--- src/hw/mdio_pkg.sv ---
`default_nettype none
package mdio_pkg;
  localparam int LINE_COUNT = 20;
  localparam int PAIR_COUNT = 8;
  localparam logic [19:0] LINE_RESET = 20'hfffff;
  localparam logic [7:0]  PAIR_RESET = 8'hff;
  localparam logic [1:0]  CMD_LINE_WRITE  = 2'h1;
  localparam logic [1:0]  CMD_LINE_READ   = 2'h2;
  localparam logic [1:0]  CMD_RELAY_WRITE = 2'h3;
endpackage
`default_nettype wire

--- src/hw/mdio_port.sv ---
// Behaviour
// - twenty digital lines, 20-bit setting
// - each write carries mask and value
// - value bit k drives line k
// - set bit drives high (off), clear low
// - read request returns current line setting
// - eight relay pairs, bit k is pair k+1
// - zero bit closes pair, one opens it
`timescale 1ns/1ps
`default_nettype none
module mdio_port #(
  parameter int LINES = mdio_pkg::LINE_COUNT,
  parameter int PAIRS = mdio_pkg::PAIR_COUNT
) (
  input  wire logic             ref_clk,   // 50 MHz system clock
  input  wire logic             rst,       // sync reset, active high
  input  wire logic             cmdValid,  // command strobe, one cycle
  input  wire logic [1:0]       cmdCode,   // command code
  input  wire logic [LINES-1:0] cmdMask,   // mask word
  input  wire logic [LINES-1:0] cmdValue,  // value word
  output logic      [LINES-1:0] lineOut,   // digital line levels
  output logic      [PAIRS-1:0] relayClose,// high closes relay pair
  output logic      [LINES-1:0] readData,  // line setting read back
  output logic                  readValid  // read answer pulse
);
  import mdio_pkg::*;

  // decode shared by the three command kinds
  function automatic logic cmd_hit
  (
    input logic       valid,
    input logic [1:0] code,
    input logic [1:0] want
  );
    cmd_hit = valid && (code == want);
  endfunction

  logic [LINES-1:0] lineState;
  logic [LINES-1:0] lineLevel;
  logic [LINES-1:0] lineMask;
  logic [LINES-1:0] lineValue;
  logic [PAIRS-1:0] pairState;
  logic [PAIRS-1:0] pairClose;
  logic [PAIRS-1:0] pairMask;
  logic [PAIRS-1:0] pairValue;
  logic             lineWrite;
  logic             relayWrite;
  logic             lineRead;
  logic [LINES-1:0] readData_r;
  logic [LINES-1:0] readData_nxt;
  logic             readValid_r;
  logic             readValid_nxt;

  // full mask means every bit is driven
  assign lineWrite  = cmd_hit(cmdValid, cmdCode, CMD_LINE_WRITE);
  assign relayWrite = cmd_hit(cmdValid, cmdCode, CMD_RELAY_WRITE);
  assign lineRead   = cmd_hit(cmdValid, cmdCode, CMD_LINE_READ);

  // relay words use the low byte of the command words
  assign lineMask  = cmdMask;
  assign lineValue = cmdValue;
  assign pairMask  = cmdMask[PAIRS-1:0];
  assign pairValue = cmdValue[PAIRS-1:0];

  mdio_masked_reg #(
    .WIDTH     (LINES),
    .RESET_VAL (LINE_RESET[LINES-1:0])
  ) u_lines (
    .ref_clk (ref_clk),
    .rst     (rst),
    .wrEn    (lineWrite),
    .mask    (lineMask),
    .value   (lineValue),
    .state   (lineState)
  );

  mdio_masked_reg #(
    .WIDTH     (PAIRS),
    .RESET_VAL (PAIR_RESET[PAIRS-1:0])
  ) u_relays (
    .ref_clk (ref_clk),
    .rst     (rst),
    .wrEn    (relayWrite),
    .mask    (pairMask),
    .value   (pairValue),
    .state   (pairState)
  );

  genvar gLine;
  genvar gPair;

  // bit k straight to line k; one level means high and off
  generate
    for (gLine = 0; gLine < LINES; gLine++)
    begin : g_line
      assign lineLevel[gLine] = lineState[gLine];
    end
  endgenerate

  // active-low convention: cleared bit closes the pair
  generate
    for (gPair = 0; gPair < PAIRS; gPair++)
    begin : g_pair
      assign pairClose[gPair] = ~pairState[gPair];
    end
  endgenerate

  assign lineOut    = lineLevel;
  assign relayClose = pairClose;

  // capture holds until the next read, so a slow host still sees it
  assign readData_nxt  = lineRead ? lineState : readData_r;
  assign readValid_nxt = lineRead;

  always_ff @(posedge ref_clk)
  begin
    if (rst)
    begin
      readData_r  <= '0;
      readValid_r <= 1'b0;
    end
    else
    begin
      readData_r  <= readData_nxt;
      readValid_r <= readValid_nxt;
    end
  end

  assign readData  = readData_r;
  assign readValid = readValid_r;
endmodule
`default_nettype wire

--- src/hw/mdio_masked_reg.sv ---
`timescale 1ns/1ps
`default_nettype none
module mdio_masked_reg #(
  parameter int             WIDTH     = 20,
  parameter logic [WIDTH-1:0] RESET_VAL = '1
) (
  input  wire logic             ref_clk, // system clock
  input  wire logic             rst,     // sync reset, active high
  input  wire logic             wrEn,    // apply masked write
  input  wire logic [WIDTH-1:0] mask,    // bits to change
  input  wire logic [WIDTH-1:0] value,   // new bit values
  output logic      [WIDTH-1:0] state    // held setting
);
  logic [WIDTH-1:0] state_r;
  logic [WIDTH-1:0] state_nxt;

  // unmasked bits keep their old value
  assign state_nxt = (state_r & ~mask) | (value & mask);
  assign state     = state_r;

  always_ff @(posedge ref_clk)
  begin
    if (rst)
      state_r <= RESET_VAL;
    else if (wrEn)
      state_r <= state_nxt;
  end
endmodule
`default_nettype wire

--- config.mk ---
export PLATFORM = sky130hd
export DESIGN_NAME = mdio_port
export DESIGN_NICKNAME = d
export VERILOG_FILES = /design/src/hw/mdio_pkg.sv /design/src/hw/mdio_port.sv /design/src/hw/mdio_masked_reg.sv
export SDC_FILE = /design/constraint.sdc
export NUM_CORES = 1
export LEC_CHECK = 0
export ABC_CLOCK_PERIOD_IN_PS = 1000
export BUFFER_PORTS_ARGS = -buffer_cell sky130_fd_sc_hd__buf_2
export CORE_MARGIN = 2
export CORE_UTILIZATION = 43
export CTS_CLUSTER_DIAMETER = 150
export DETAILED_ROUTE_END_ITERATION = 6
export PLACE_DENSITY = 0.75
export SYNTH_ARGS = -nofsm -noshare
export SYNTH_HDL_FRONTEND = slang
export SYNTH_SLANG_ARGS = --single-unit
--- constraint.sdc ---
create_clock -name ref_clk -period 1 [get_ports ref_clk]
set_clock_uncertainty 0.05 [all_clocks]
set_input_delay 0.25 -clock ref_clk [delete_from_list [all_inputs] [get_ports ref_clk]]
set_output_delay 0.25 -clock ref_clk [all_outputs]
set_load 0.02 [all_outputs]
* Word-level counts from Yosys, hierarchy flattened
Index checks and enable logic that the tools add are counted.
Widths: inputs -> output; s select.
** Operators by class
- Reductions and logical operators :: 3
- Equal/unequal tests :: 3
- Bitwise gates (word level) :: 16
** Operators by type and width (number)
- $and 20x20->20 :: 2
- $not 20->20 :: 1
- $or 20x20->20 :: 1
- $and 8x8->8 :: 2
- $not 1->1 :: 8
- $not 8->8 :: 1
- $or 8x8->8 :: 1
- $eq 2x2->1 const B :: 2
- $logic_and 1x1->1 :: 3
- $eq 2x1->1 const B :: 1
** Word-level totals
- Output and inout bits :: 49
- Flip-flop bits (word level) :: 49
- Bits of input ports :: 45

* Longest topological paths before layout
- Depth in word-level cells :: 3
- Gate-level depth with buffers :: 5
- Gate-level depth less buffers :: 2

* Modules after synthesis
From an unflattened synthesis, not the netlist that was laid out.
** Second synthesis, totals
- Cells, all modules :: 193
- Area total of the unflattened synthesis :: 2095.8 um2
** By module, submodules not included
- mdio_port :: seq. area each 420.4 um2, area each 997.2 um2, cells an instance 101, times used 1
- mdio_masked_reg (u_lines) :: seq. area each 400.4 um2, area each 775.7 um2, cells an instance 66, times used 1
- mdio_masked_reg (u_relays) :: seq. area each 160.2 um2, area each 322.8 um2, cells an instance 26, times used 1

* Worst setup path before layout
Ideal clock, no wire load.
- Kind :: input to register
- Start point :: input port cmdCode[0]
- End point :: register readData_r[0], in the netlist readData[0]
- Data required time :: 878 ps
- Cell stages on the path :: 4
- Setup slack :: 15 ps
- Data arrival time :: 863 ps
- Buffers on the path :: 2
- Path through :: and3b_1 -> buf_2 -> buf_6 -> mux2i_1
** Between the ends
- Word-level cells in the longest chain between the ends :: 2
** RTL lines
- start, declared :: RTL line mdio_port.sv:18 : input wire logic [1:0] cmdCode,
- $eq 2x2->1 :: RTL line mdio_port.sv:35 : cmd_hit = valid && (code == want);
- $logic_and 1x1->1 :: RTL line mdio_port.sv:35
- end signal, assigned :: RTL line mdio_port.sv:124 : readData_r <= readData_nxt;
- end, declared :: RTL line mdio_port.sv:49 : logic [LINES-1:0] readData_r;
Every way passes these cells.
A chain may end at the register's enable or synchronous reset.

==> metrics.cfg <==
[grt]
grt_pass1_wl_mm = 9.95
antenna_found_initial = 0
grt_max_degree = 42
grt_pass1_vias = 2114
grt.overflow.total = 0
grt_use_total_pct = 20.7

[timing]
whs_ps = 146
relSlewSlack_pct = 85.1
finalCriticalPeriod_ps = 1100
max_freq_mhz = 905
setup_violations = 49
rsz0062_at_grt = true
setup_slack_ps = -104
tightest_slew_ps = 223
hold_viol_final = 0
tns_ps = -3270
slew_viol_final = 0
period_share_pct = 110

[yosys]
synth-seq-cells = 49
synth-async-reset-ratio_pct = 0
synth-compound-area-share_pct = 0
yosysSeqAreaShare_pct = 42.5
synth_ff_type = dfxtp_1
yosysMostFrequentCell = dfxtp_1
yosys_warnings = 0
yosys.area_share.simple_pct = 29.1
yosysTopAreaCell = dfxtp_1
syn-num-nets = 290
netlist_area_um2 = 2310
synthAdderAreaFrac_pct = 0
syn_area_per_cell_um2 = 9.42
synth_edf_count = 0
netlist.area_leader.share_pct = 42.5
netlist_top_cells_count = dfxtp_1, mux2i_1, nor2_1, nand2b_1, nand4b_1
synth.mux.area_fraction_pct = 20.8
ys_types = 13
synth_top_family_by_area = simple AND/OR/NAND/NOR gates
synthCells = 245
synth_area_leaders = dfxtp_1, mux2i_1, nand2b_1, nor2_1, nand4b_1
synth-xor-area-share_pct = 0

[final_layout]
drive_gt1_share_pct = 53.6
fin_nets = 405
antenna_cells = 0
areaGrowthSynthToFinish_pct = 52.0

[die]
start_util_pct = 44.9
rows = 26
dieArea_um2 = 5970
io_pins = 94
coreArea_um2 = 5140
chipHeight_um = 77.3
die_w_um = 77.3

[setup_path]
reg2regPathDepth = 4
r2r_setup_slack_ps = 90
start_kind = flip-flop
arrival_ps = 800
worst-path-max-fanout = 2
cp_data_required_time_ps = 700
critPathCaptureType = output pin
path_class = flip-flop to output pin

[routing]
num_vias = 2144
avgRoutedWirePerCell_um = 14.5
dr.pass1.iters = 4
drt_wl_total_mm = 6.21
vias_per_cell = 4.99
drt_iter0_drc = 102
ant_nets = 0
remaining_drc_errors = 0

[place]
port_buffers = 93
gp_congestion = 0.761
pre_cts_slack_ps = -155
place_hpwl_mm = 3.84

[cts]
cts.sinks = 49
clk_latency_ps = 300
cts_buffers = 5
path_clk_slew_ps = 90
cts_tree = built
cts-root-buf = clkbuf_8
cts_max_path_buffers = 2
h-tree-depth = 2

[run_status]
violations = negative setup slack
status = finished, violations left

[power]
netSwitchingPower_mw = 1.04
ir_drop_mv = 0.857
switching_share_pct = 25.8
leakagePower_nw = 1.69
p_per_area_nw_per_um2 = 1150
combPwrFrac_pct = 18.7
clkPwrFrac_pct = 29.3
internal_power_mw = 2.99
seqPwrFrac_pct = 52.0

[hold_path]
holdPathStages = 3
hold_class = input port to flip-flop
worstHoldStart = cmdValue[17]

[job]
drv_cap = 0

layer usage:
layer / track usage [%] / wire, µm
met1: 25.3 / 2700
met3: 3.65 / 246
met5: 0 / 0
met4: 10.0 / 164
met2: 35.1 / 3110
worst max-delay path, stage by stage (launching register included):
cell and delay [ps]:
dfxtp_2 350, inv_2 30, buf_6 120
how the worst max path moves through the flow:
| stage | start | endpoint | slack (ps) |
|---|---|---|---|
| 2_1_floorplan | cmdCode[0] | readData[0]$_SDFFE_PP0P_ | 20 |
| 3_3_place_gp | cmdCode[0] | readData[1]$_SDFFE_PP0P_ | -120 |
| 3_5_place_dp | cmdCode[0] | readData[12]$_SDFFE_PP0P_ | -150 |
| 4_1_cts | flip-flop | relayClose[2] | -100 |
| 5_1_grt | flip-flop | relayClose[6] | -130 |
| 6_report | flip-flop | relayClose[2] | -100 |
kinds of logic after synthesis:
group,after synthesis
and+or+nand+nor,118
DFF,49
muxes,48
buffers and inverters,30
cell usage in the layout (no fill, tap or decap):
master	count
and3b_1	1
buf_12	5
buf_2	44
buf_4	32
buf_6	49
clkbuf_1	1
clkbuf_8	6
dfxtp_2	49
inv_2	8
mux2i_1	48
nand2b_1	40
nand4_1	8
nand4b_1	20
nor2_1	48
nor2b_1	1
cell type report:
class                   count  area (µm²)
well taps                  70        87.6
inverters                   8        30.0
multi-input cells         166        1150
flip-flops and latches     49        1040
clock buffers               7        86.3
fillers                   445        1630
repair buffers            130        1110
metrics by stage:
step | power, mW | cells | area [µm²] | util [%]
floorplan | 2.49 | 245 | 2310 | -
global route | 4.18 | 430 | 3510 | 68.3
CTS | 4.01 | 422 | 3450 | 67.1
finish | 4.03 | 430 | 3510 | 68.3
detailed placement | 2.72 | 396 | 2850 | 55.5
global placement | 2.71 | 396 | 2850 | 55.5
what timing repair did:
action | in CTS | in global routing
gates resized for setup | 155 | 0
hold buffers | 0 | 0
buffers inserted | 19 | 8
endpoints found under the setup margin | 49 | 49
power by group through the flow:
stage | clock, mW | sequential (mW) | combinational (mW)
floorplan | 0 | 2.19 | 0.304
global placement | 0 | 2.11 | 0.603
detailed placement | 0 | 2.11 | 0.610
CTS | 1.20 | 2.09 | 0.729
global route | 1.27 | 2.10 | 0.805
finish | 1.18 | 2.09 | 0.755
No activity file was read; power rests on OpenSTA's default activity.
